`src/logic/acf_map.vh`:
```
/*
  register offsets, field positions, reset values and timing counts
  for the converter configuration and result formatting block.
  assumes inclusion by bare name from the design files.
*/
`ifndef ACF_MAP_VH
`define ACF_MAP_VH

// ==========================================
// register addresses on the special function register port
`define ACF_ADDR_CFG      8'hbc
`define ACF_ADDR_RES_LO   8'hbd
`define ACF_ADDR_RES_HI   8'hbe

// ==========================================
// configuration fields
`define ACF_DIV_MSB       7
`define ACF_DIV_LSB       3
`define ACF_LJST_BIT      2
`define ACF_EIGHT_BIT     1
`define ACF_GAIN_BIT      0

// ==========================================
// reset values
`define ACF_CFG_RESET     8'hf9
`define ACF_RES_RESET     8'h00

// ==========================================
// conversion timing in conversion clock periods
`define ACF_CYC_10BIT     5'h0b
`define ACF_CYC_8BIT      5'h09

`endif

```
`src/logic/acf_clkdiv.v`:
```
/*
  conversion clock divider: one-cycle enable pulse every (div+1)
  core clock cycles. assumes div is held stable by the caller while
  running; restart realigns the phase at the start of a conversion.
*/
`timescale 1ns/1ns
module acf_clkdiv #(
  parameter W = 5
) (
  input  wire         clk,
  input  wire         rst,
  input  wire         run,
  input  wire [W-1:0] div,
  output reg          tick_ff
);

  reg [W-1:0] cnt_ff;

  // ==========================================
  // divide: period is (div + 1) core clocks
  always @(posedge clk or posedge rst) begin
    if (rst) begin
      cnt_ff  <= {W{1'b0}};
      tick_ff <= 1'b0;
    end else if (!run) begin
      cnt_ff  <= {W{1'b0}};
      tick_ff <= 1'b0;
    end else if (cnt_ff == div) begin
      cnt_ff  <= {W{1'b0}};
      tick_ff <= 1'b1;
    end else begin
      cnt_ff  <= cnt_ff + {{(W-1){1'b0}}, 1'b1};
      tick_ff <= 1'b0;
    end
  end

endmodule // acf_clkdiv

```
`src/logic/acf_top.v`:
```
/*
  converter configuration register and result formatting for a
  10-bit successive-approximation converter reached as special
  function registers. assumes a single-cycle register port from the
  core, a start pulse from the sequencer, and an analog stage that
  presents a settled 10-bit code when the conversion ends.
*/
`timescale 1ns/1ns
`include "acf_map.vh"

// Function
// [RULE1] conversion clock is core clock over div+1
// [RULE2] software keeps divider nonzero with power controller
// [RULE3] bit 2 selects left or right justify
// [RULE4] justification ignored in 8-bit mode
// [RULE5] bit 1 selects 8-bit resolution
// [RULE6] bit 0 selects gain, resets to one
// [RULE7] right justify: high byte upper zeros
// [RULE8] left justify: high byte eight MSBs
// [RULE9] 8-bit mode: high byte holds result
// [RULE10] right justify: low byte eight LSBs
// [RULE11] left justify: low byte two LSBs high
// [RULE12] 8-bit mode: low byte reads zero
// [RULE13] 8-bit conversion two cycles shorter
// [RULE14] load results, drop busy, set done
// [RULE15] settings latched per conversion
module acf_top #(
  parameter DIV_W = 5
) (
  input  wire       REF_CLK,
  input  wire       SYS_RST,
  input  wire [7:0] SFR_ADDR,
  input  wire [7:0] SFR_WDATA,
  input  wire       SFR_WR,
  input  wire       SFR_RD,
  output reg  [7:0] SFR_RDATA,
  input  wire       CONV_START,
  input  wire [9:0] ANALOG_CODE,
  input  wire       DONE_FLAG_CLR,
  output reg        CONV_BUSY,
  output reg        CONV_DONE,
  output reg        GAIN_UNITY,
  output reg        SAR_TICK
);

  // ==========================================
  // declarations
  localparam ST_IDLE = 1'b0;
  localparam ST_CONV = 1'b1;

  reg  [7:0]       cfg_ff;
  reg  [7:0]       res_lo_ff;
  reg  [7:0]       res_hi_ff;
  reg              state_ff;
  reg              nxt_state;
  reg  [4:0]       cyc_ff;
  reg  [DIV_W-1:0] run_div_ff;
  reg              run_8b_ff;
  reg              run_lj_ff;
  reg  [7:0]       nxt_lo;
  reg  [7:0]       nxt_hi;
  reg  [7:0]       nxt_rdata;
  wire             tick;
  wire             finish;
  wire [4:0]       cyc_target;

  // ==========================================
  // conversion clock enable
  acf_clkdiv #(
    .W (DIV_W)
  ) u_div (
    .clk     (REF_CLK),
    .rst     (SYS_RST),
    .run     (state_ff),
    .div     (run_div_ff),
    .tick_ff (tick)
  ); // RULE1

  // shorter count for 8-bit: only the MSBs are resolved
  assign cyc_target = run_8b_ff ? `ACF_CYC_8BIT
                                : `ACF_CYC_10BIT; // RULE13
  assign finish = (state_ff == ST_CONV) && tick &&
                  (cyc_ff == cyc_target - 5'h01);

  // ==========================================
  // sequencer
  always @* begin
    case (state_ff)
      ST_IDLE: nxt_state = CONV_START ? ST_CONV : ST_IDLE;
      ST_CONV: nxt_state = finish ? ST_IDLE : ST_CONV;
      default: nxt_state = ST_IDLE;
    endcase
  end

  always @(posedge REF_CLK or posedge SYS_RST) begin
    if (SYS_RST) begin
      state_ff   <= ST_IDLE;
      cyc_ff     <= 5'h00;
      run_div_ff <= {DIV_W{1'b1}};
      run_8b_ff  <= 1'b0;
      run_lj_ff  <= 1'b0;
    end else begin
      state_ff <= nxt_state;
      if (state_ff == ST_IDLE && CONV_START) begin
        // snapshot settings so mid-conversion writes cannot skew it
        run_div_ff <= cfg_ff[`ACF_DIV_MSB:`ACF_DIV_LSB]; // RULE15
        run_8b_ff  <= cfg_ff[`ACF_EIGHT_BIT]; // RULE15
        run_lj_ff  <= cfg_ff[`ACF_LJST_BIT]; // RULE15
        cyc_ff     <= 5'h00;
      end else if (state_ff == ST_CONV && tick) begin
        cyc_ff <= cyc_ff + 5'h01;
      end
    end
  end

  // ==========================================
  // result formatting
  always @* begin
    if (run_8b_ff) begin
      nxt_hi = ANALOG_CODE[9:2]; // RULE9 RULE4
      nxt_lo = 8'h00; // RULE12
    end else if (run_lj_ff) begin
      nxt_hi = ANALOG_CODE[9:2]; // RULE8 RULE3
      nxt_lo = {ANALOG_CODE[1:0], 6'h00}; // RULE11
    end else begin
      nxt_hi = {6'h00, ANALOG_CODE[9:8]}; // RULE7 RULE3
      nxt_lo = ANALOG_CODE[7:0]; // RULE10
    end
  end

  // ==========================================
  // registers and status
  always @(posedge REF_CLK or posedge SYS_RST) begin
    if (SYS_RST) begin
      cfg_ff     <= `ACF_CFG_RESET; // RULE6
      res_lo_ff  <= `ACF_RES_RESET;
      res_hi_ff  <= `ACF_RES_RESET;
      CONV_BUSY  <= 1'b0;
      CONV_DONE  <= 1'b0;
      GAIN_UNITY <= 1'b1;
      SAR_TICK   <= 1'b0;
    end else begin
      if (SFR_WR && SFR_ADDR == `ACF_ADDR_CFG)
        cfg_ff <= SFR_WDATA; // RULE5 RULE6
      // completion load wins over a same-cycle software write
      if (finish) begin
        res_hi_ff <= nxt_hi; // RULE14
        res_lo_ff <= nxt_lo; // RULE14
      end else begin
        if (SFR_WR && SFR_ADDR == `ACF_ADDR_RES_LO)
          res_lo_ff <= SFR_WDATA;
        if (SFR_WR && SFR_ADDR == `ACF_ADDR_RES_HI)
          res_hi_ff <= SFR_WDATA;
      end
      CONV_BUSY <= (nxt_state == ST_CONV);
      // set wins over clear
      if (finish)
        CONV_DONE <= 1'b1; // RULE14
      else if (DONE_FLAG_CLR)
        CONV_DONE <= 1'b0;
      // gain follows software only between conversions, so a running
      // conversion keeps the gain that it started with
      if (state_ff == ST_IDLE && !CONV_START &&
          SFR_WR && SFR_ADDR == `ACF_ADDR_CFG)
        GAIN_UNITY <= SFR_WDATA[`ACF_GAIN_BIT]; // RULE6
      else if (state_ff == ST_IDLE)
        GAIN_UNITY <= cfg_ff[`ACF_GAIN_BIT]; // RULE6 RULE15
      // divider runs one edge past the finish at div 0: mask that tick
      SAR_TICK   <= tick && (state_ff == ST_CONV); // RULE1
    end
  end

  // ==========================================
  // read port
  always @* begin
    case (SFR_ADDR)
      `ACF_ADDR_CFG:    nxt_rdata = cfg_ff;
      `ACF_ADDR_RES_LO: nxt_rdata = res_lo_ff;
      `ACF_ADDR_RES_HI: nxt_rdata = res_hi_ff;
      default:          nxt_rdata = 8'h00;
    endcase
  end

  always @(posedge REF_CLK or posedge SYS_RST) begin
    if (SYS_RST)
      SFR_RDATA <= 8'h00;
    else if (SFR_RD)
      SFR_RDATA <= nxt_rdata;
  end

endmodule // acf_top

```
`config.mk`:
```
export PLATFORM = sky130hd
export DESIGN_NAME = acf_top
export DESIGN_NICKNAME = d
export VERILOG_FILES = /design/src/logic/acf_clkdiv.v /design/src/logic/acf_top.v
export VERILOG_INCLUDE_DIRS = /design/src /design/src/logic
export SDC_FILE = /design/constraint.sdc
export NUM_CORES = 1
export LEC_CHECK = 0
export ABC_CLOCK_PERIOD_IN_PS = 2900
export BUFFER_PORTS_ARGS = -buffer_cell sky130_fd_sc_hd__buf_2
export CAP_MARGIN = 5
export CORE_ASPECT_RATIO = 0.7
export CORE_MARGIN = 3
export CORE_UTILIZATION = 45
export DETAILED_ROUTE_END_ITERATION = 10
export PLACE_DENSITY_LB_ADDON = 0.25
export REMOVE_ABC_BUFFERS = 1
export SYNTH_ARGS = -nofsm -noshare
export SYNTH_HDL_FRONTEND = slang
export SYNTH_HIERARCHICAL = 1
export SYNTH_SLANG_ARGS = --single-unit
```
`constraint.sdc`:
```
create_clock -name REF_CLK -period 2.9 [get_ports REF_CLK]
set_input_delay 0.435 -clock REF_CLK [delete_from_list [all_inputs] [get_ports REF_CLK]]
set_output_delay 0.435 -clock REF_CLK [all_outputs]
set_load 0.02 [all_outputs]
```
# After elaboration in Yosys (flattened, before gate mapping)
# Index checks and enable logic that the tools add are counted.
totals:
  regBits: 54
  inputBits: 32
  out_inout_bits: 12
  word_cells: 61
classes:
  addsub: 3
  eq_ne: 6
  mux: 23
  bitwise_logic: 1
  reduce_logical: 14
ops:
  columns: ["op", "count"]
  rows:
  - ["two-way mux 8 bit", 8]
  - ["equality test 8 bit, second input constant", 3]
  - ["one-hot mux 8 bit (3 select lines)", 1]
  - ["two-way mux 5 bit", 4]
  - ["adder 5 x 1 -> 5 bit, second input constant", 2]
  - ["equality test 5 bit", 2]
  - ["logical AND 1 bit", 9]
  - ["two-way mux 1 bit", 8]
  - ["nonzero test 2 bit", 4]
  - ["subtractor 4 x 1 -> 5 bit, second input constant", 1]
  - ["two-way mux 2 bit", 1]
  - ["inequality test 2 x 1 -> 1 bit, second input constant", 1]
  - ["one-hot mux 1 bit (2 select lines)", 1]
  - ["zero test 1 bit", 1]
  - ["inverter 1 bit", 1]

# Longest topological paths before layout
logic_depth:
  ltp_word: 6
  ltp_mapped: 6
  depth_no_buf: 5

# By module
# The synthesis kept the hierarchy.
by_module_without_submodules:
  columns: ["mod", "instances", "cells_per_inst", "area_per_inst_um2", "seq_area_each_um2"]
  rows:
  - ["acf_top", 1, 229, 2513.7, 1216.2]
  - ["acf_clkdiv", 1, 30, 320.3, 150.1]

# Least setup slack after synthesis
# No wires, ideal clock.
synth_timing:
  path_type: "input port to flip-flop"
  start: "input port SFR_ADDR[6]"
  end: "register cfg_ff[1]"
  t_arrival_ns: 1.488
  required_time_ns: 2.775
  path_slack_ns: 1.287
  path_stages: 5
  n_path_buf: 1
  path_cell_list: "and4b_1 -> buf_6 -> nand4b_4 -> nor2_8 -> mux2_4"
synth_between:
  elab_chain_cells: 2
synth_lines:
  columns: ["element", "line_no", "rtl"]
  rows:
  - ["start: declaration", "acf_top.v:32", "input wire [7:0] SFR_ADDR,"]
  - ["equality test 8 bit", null, null]
  - ["logical AND 1 bit (no line)", null, null]
  - ["end signal: assignment", "acf_top.v:135", "cfg_ff <= `ACF_CFG_RESET;"]
  - ["end: declaration", "acf_top.v:51", "reg [7:0] cfg_ff;"]
# Every way passes these cells.
# A chain may end at the register's enable or synchronous reset.

# Final worst setup path
layout_timing:
  start: "register cyc_ff[2]"
  end: "register res_hi_ff[5]"
layout_between:
  elab_chain_cells: 3
  elab_cells_between_ends: 4
layout_lines:
  columns: ["element", "line_no", "rtl"]
  rows:
  - ["start: declaration", "acf_top.v:56", "reg [4:0] cyc_ff;"]
  - ["start signal: assignment", "acf_top.v:111", "cyc_ff <= cyc_ff + 5'h01;"]
  - ["equality test 5 bit (*)", "acf_top.v:83", "(cyc_ff == cyc_target - 5'h01);"]
  - ["logical AND 1 bit (*)", "acf_top.v:82", "assign finish = (state_ff == ST_CONV) && tick &&"]
  - ["two-way mux 8 bit or nonzero test 2 bit (tied branches)", null, null]
  - ["end signal: assignment", "acf_top.v:137", "res_hi_ff <= `ACF_RES_RESET;"]
  - ["end signal: assignment", "acf_top.v:147", "res_hi_ff <= nxt_hi;"]
  - ["end: declaration", "acf_top.v:53", "reg [7:0] res_hi_ff;"]
# Mark *: on every way between the ends. The rest lies on a longest branch, timed or not.

==> tab_implementation.tex <==
\begin{tabular}{lr}
\hline
Metric & Value \\
\hline
\multicolumn{2}{l}{\textbf{Outcome}} \\
\quad Run status & complete, no violations \\
\multicolumn{2}{l}{\textbf{Critical path}} \\
\quad Cells along the critical path & nor4b\_4, nand3\_2, a21oi\_1, a21oi\_1 \\
\quad CP dominant cell by count & sky130\_fd\_sc\_hd\_\_a21oi\_1 \\
\quad Arrival time at the worst endpoint & 2.06 ns \\
\quad Slowest library cell on the worst path & sky130\_fd\_sc\_hd\_\_nand3\_2 \\
\quad Buffers plus inverters on the worst setup path & 0 \\
\quad CP max FO & 27 \\
\quad Kind of end point of the critical path & flip-flop \\
\quad CP delay by family, top & simple AND/OR/NAND/NOR gates \\
\quad Required time at the endpoint of the critical path & 3.08 ns \\
\quad Largest stage delay on the critical path & 0.49 ns \\
\quad Critical path launch point type & flip-flop \\
\quad Setup CP Type & reg2reg \\
\multicolumn{2}{l}{\textbf{Cells and area}} \\
\quad Area growth from synthesis to layout & 11.6\% \\
\quad Number of nets in the finished design & 330 \\
\quad Layout filler cell count & 531 \\
\quad Non-filler cells, final & 372 \\
\quad Layout Cell Area excl Fill & 3160 µm² \\
\quad Proportion of layout cells with a drive suffix above 1 & 0.310 \\
\quad Reg area & 1370 µm² \\
\quad Diodes inserted & 0 \\
\quad Multi-input logic area & 1290 µm² \\
\multicolumn{2}{l}{\textbf{Placed design}} \\
\quad Instance count after placement with tap cells included & 364 \\
\quad Placed wire-length estimate after detailed placement & 4770 µm \\
\quad Final RePlAce weighted congestion & 0.870 \\
\quad Quantity of I/O buffers inserted on ports & 43 \\
\quad Worst setup slack after placement & 0.967 ns \\
\quad Post-placement cell area & 3050 µm² \\
\multicolumn{2}{l}{\textbf{STA}} \\
\quad Final Hold Fails & 0 \\
\quad RSZ-0062 raised after global routing & false \\
\quad Number of max-slew violations in the final report & 0 \\
\quad Peak Freq & 531 MHz \\
\quad Period utilisation layout & 0.650 \\
\quad Setup skew after layout & 0.00918 ns \\
\quad Worst-margin pin slew & 1.01 ns \\
\quad Crit path time final & 1.88 ns \\
\quad Setup TNS & 0 ns \\
\quad Setup violation total in the final timing report & 0 \\
\quad PnR worst setup slack & 1.02 ns \\
\quad Headroom to the max-slew limit & 0.325 \\
\multicolumn{2}{l}{\textbf{Die}} \\
\quad Area of the core & 5900 µm² \\
\quad DIE AREA & 7300 µm² \\
\quad Overall die width & 101 µm \\
\quad I/O pin total & 44 \\
\quad Vertical die dimension & 72.4 µm \\
\quad Initial core utilization & 0.480 \\
\quad Standard-cell row count & 23 \\
\multicolumn{2}{l}{\textbf{Route}} \\
\quad Post-detailed-route via-to-cell ratio & 5.65 \\
\quad DRC errors left & 0 \\
\quad Vias & 2100 \\
\quad Total Wirelength & 6570 µm \\
\quad First DRT Iteration DRCs & 176 \\
\quad Total iterations of the first detailed-routing run & 4 \\
\quad Post-route ant nets & 0 \\
\quad Detail-routed net length per standard cell & 17.6 µm \\
\multicolumn{2}{l}{\textbf{Clock tree}} \\
\quad Insertion delay to the later sink of the worst-skew pair & 0.31 ns \\
\quad Number of clock buffers inserted by TritonCTS & 5 \\
\quad \# clock sinks & 54 \\
\quad Resized Gates After CTS & 0 \\
\quad Clock tree from TritonCTS & yes \\
\quad Root Driver & sky130\_fd\_sc\_hd\_\_clkbuf\_8 \\
\quad Number of H-tree levels & 2 \\
\quad Clock-pin slew of the registers on the worst-case setup and hold paths & 0.10 ns \\
\quad Bufs on Longest Clock Path & 2 \\
\quad Setup Buffers After CTS & 0 \\
\quad Hold\_buf cts & 0 \\
\multicolumn{2}{l}{\textbf{Run}} \\
\quad Count of maximum capacitance violations & 0 \\
\multicolumn{2}{l}{\textbf{Synth}} \\
\quad Syn\_area\_per\_cell & 10.9 µm² \\
\quad Post-synthesis instance area & 2830 µm² \\
\quad Instance count of the mapped netlist & 259 \\
\quad Synth cell count leaders & 42 x sky130\_fd\_sc\_hd\_\_dfrtp\_1, 30 x sky130\_fd\_sc\_hd\_\_a21oi\_1, 21 x sky130\_fd\_sc\_hd\_\_inv\_1, 18 x sky130\_fd\_sc\_hd\_\_mux2i\_1, 15 x sky130\_fd\_sc\_hd\_\_a31oi\_1 \\
\quad Count leader, synth & sky130\_fd\_sc\_hd\_\_dfrtp\_1 \\
\quad Fraction of the yosys area taken by sequential cells & 0.482 \\
\quad Synthesis warning total & 6 \\
\quad Number of flops mapped to enable cells by yosys & 0 \\
\quad Top post-synthesis cells by area & sky130\_fd\_sc\_hd\_\_dfrtp\_1 37\%, sky130\_fd\_sc\_hd\_\_dfstp\_2 11\%, sky130\_fd\_sc\_hd\_\_mux2i\_1 6.4\% \\
\quad Number of synthesized register bits & 54 \\
\quad Distinct cells, synth & 52 \\
\quad Area share of the leading cell type in the synthesized netlist & 0.371 \\
\quad Prevailing post-synth register cell & sky130\_fd\_sc\_hd\_\_dfrtp\_1 \\
\quad Share of synthesized flip-flops with an asynchronous set or reset & 1.00 \\
\quad Cell type with the largest total area after synthesis & sky130\_fd\_sc\_hd\_\_dfrtp\_1 \\
\multicolumn{2}{l}{\textbf{Min path}} \\
\quad Class of the most critical hold timing path & in2async \\
\multicolumn{2}{l}{\textbf{Power and ir drop}} \\
\quad Clock power frac & 0.219 \\
\quad Leakage power figure & 1.47 nW \\
\quad Part of the power in registers & 0.490 \\
\quad Proportion of total power due to net switching & 0.338 \\
\quad Pwr per Cell Area & 739 nW/µm² \\
\quad Peak supply drop & 0.440 mV \\
\quad Comb pwr share & 0.291 \\
\quad Switching power summed over all nets & 789 µW \\
\quad Internal Dissipation & 1.55 mW \\
\multicolumn{2}{l}{\textbf{Global routing}} \\
\quad GRT Util Overall & 0.187 \\
\quad Congestion Overflow GR & 0 \\
\quad Antenna violations before repair & 0 \\
\quad Pin count of the biggest net entering global routing & 49 \\
\quad Vias in the first global route & 1924 \\
\quad Global-route wire length before repair & 10400 µm \\
\hline
\end{tabular}
-- per-layer routing --
| metal | vias up | track usage | share of wire |
|---|---|---|---|
| li1 | 996 | - | - |
| met3 | 8 | 0.0375 | 0.074 |
| met1 | 1028 | 0.301 | 0.50 |
| met5 | - | 0 | 0 |
| met2 | 68 | 0.251 | 0.41 |
| met4 | 0 | 0.0493 | 0.013 |
-- cell usage in the layout, fill, tap and decap left out, types with 6 or more instances in the layout --
master / Yosys / layout
sky130_fd_sc_hd__buf_2: 5 / 43
sky130_fd_sc_hd__dfrtp_1: 42 / 42
sky130_fd_sc_hd__a21oi_1: 30 / 30
sky130_fd_sc_hd__inv_1: 21 / 20
sky130_fd_sc_hd__mux2i_1: 18 / 18
sky130_fd_sc_hd__a31oi_1: 15 / 15
sky130_fd_sc_hd__nor2_1: 13 / 13
sky130_fd_sc_hd__dfstp_2: 12 / 12
sky130_fd_sc_hd__nand2_1: 9 / 9
sky130_fd_sc_hd__o22ai_1: 8 / 8
sky130_fd_sc_hd__mux2_4: 8 / 8
sky130_fd_sc_hd__nand3_1: 6 / 6
-- logic make-up after synthesis --
| kind of cell | after synthesis | synth area share |
|---|---|---|
| buf+inv | 36 | 0.0640 |
| mux | 33 | 0.134 |
| fa+ha+maj | 2 | 0.00883 |
| flops | 54 | 0.482 |
| compound gates | 69 | 0.147 |
| simple gates | 56 | 0.134 |
| xor+xnor | 9 | 0.0305 |
-- final timing paths --
check,start,to,slack [ns],cells past startpoint
worst max-delay path,cyc_ff[2]$_DFFE_PP0P_,res_hi_ff[5]$_DFFE_PP0P_,1.02,4
worst min-delay path,SYS_RST,u_div/cnt_ff[4]$_DFF_PP0_,0.03,2
worst max register to register,cyc_ff[2]$_DFFE_PP0P_,res_hi_ff[5]$_DFFE_PP0P_,1.02,4
worst min register to register,u_div/cnt_ff[0]$_DFF_PP0_,u_div/cnt_ff[0]$_DFF_PP0_,0.50,1
max in group asynchronous,SYS_RST,cyc_ff[3]$_DFFE_PP0P_,1.92,2
min in group REF_CLK,DONE_FLAG_CLR,CONV_DONE$_DFFE_PP0P_,0.27,2
-- final cells by class --
| type | instances | area share |
|---|---|---|
| Tap cell | 75 | 0.0297 |
| Clock inverter | 2 | 0.0119 |
| Sequential cell | 54 | 0.432 |
| Multi-Input combinational cell | 169 | 0.407 |
| Timing Repair Buffer | 44 | 0.0704 |
| Inverter | 22 | 0.0261 |
| Clock buffer | 6 | 0.0230 |
-- state kept, by name, summed over array words and instances (netlist names) --
name,count
CONV_BUSY,1
CONV_DONE,1
GAIN_UNITY,1
SAR_TICK,1
SFR_RDATA,8
cfg_ff,8
cyc_ff,5
res_hi_ff,8
res_lo_ff,8
run_8b_ff,1
run_div_ff,5
run_lj_ff,1
u_div/cnt_ff,5
u_div/tick_ff,1
-- metrics by stage --
stage	util	hold WS (ns)	power (mW)
after detailed placement	0.517	0.386	1.84
after CTS	0.536	0.0361	2.35
after global placement	0.517	0.381	1.81
after floorplan	-	0.226	1.63
final	0.536	0.0307	2.34
after global routing	0.536	0.0483	2.50
-- power by group through the flow --
stage	Sequential, mW	Clock, mW	Combinational (mW)
2_1_floorplan	1.14	0	0.491
3_3_place_gp	1.15	0	0.667
3_5_place_dp	1.16	0	0.680
4_1_cts	1.14	0.522	0.682
5_1_grt	1.17	0.550	0.773
6_report	1.14	0.512	0.680
Power figures use the tool's default switching activity.
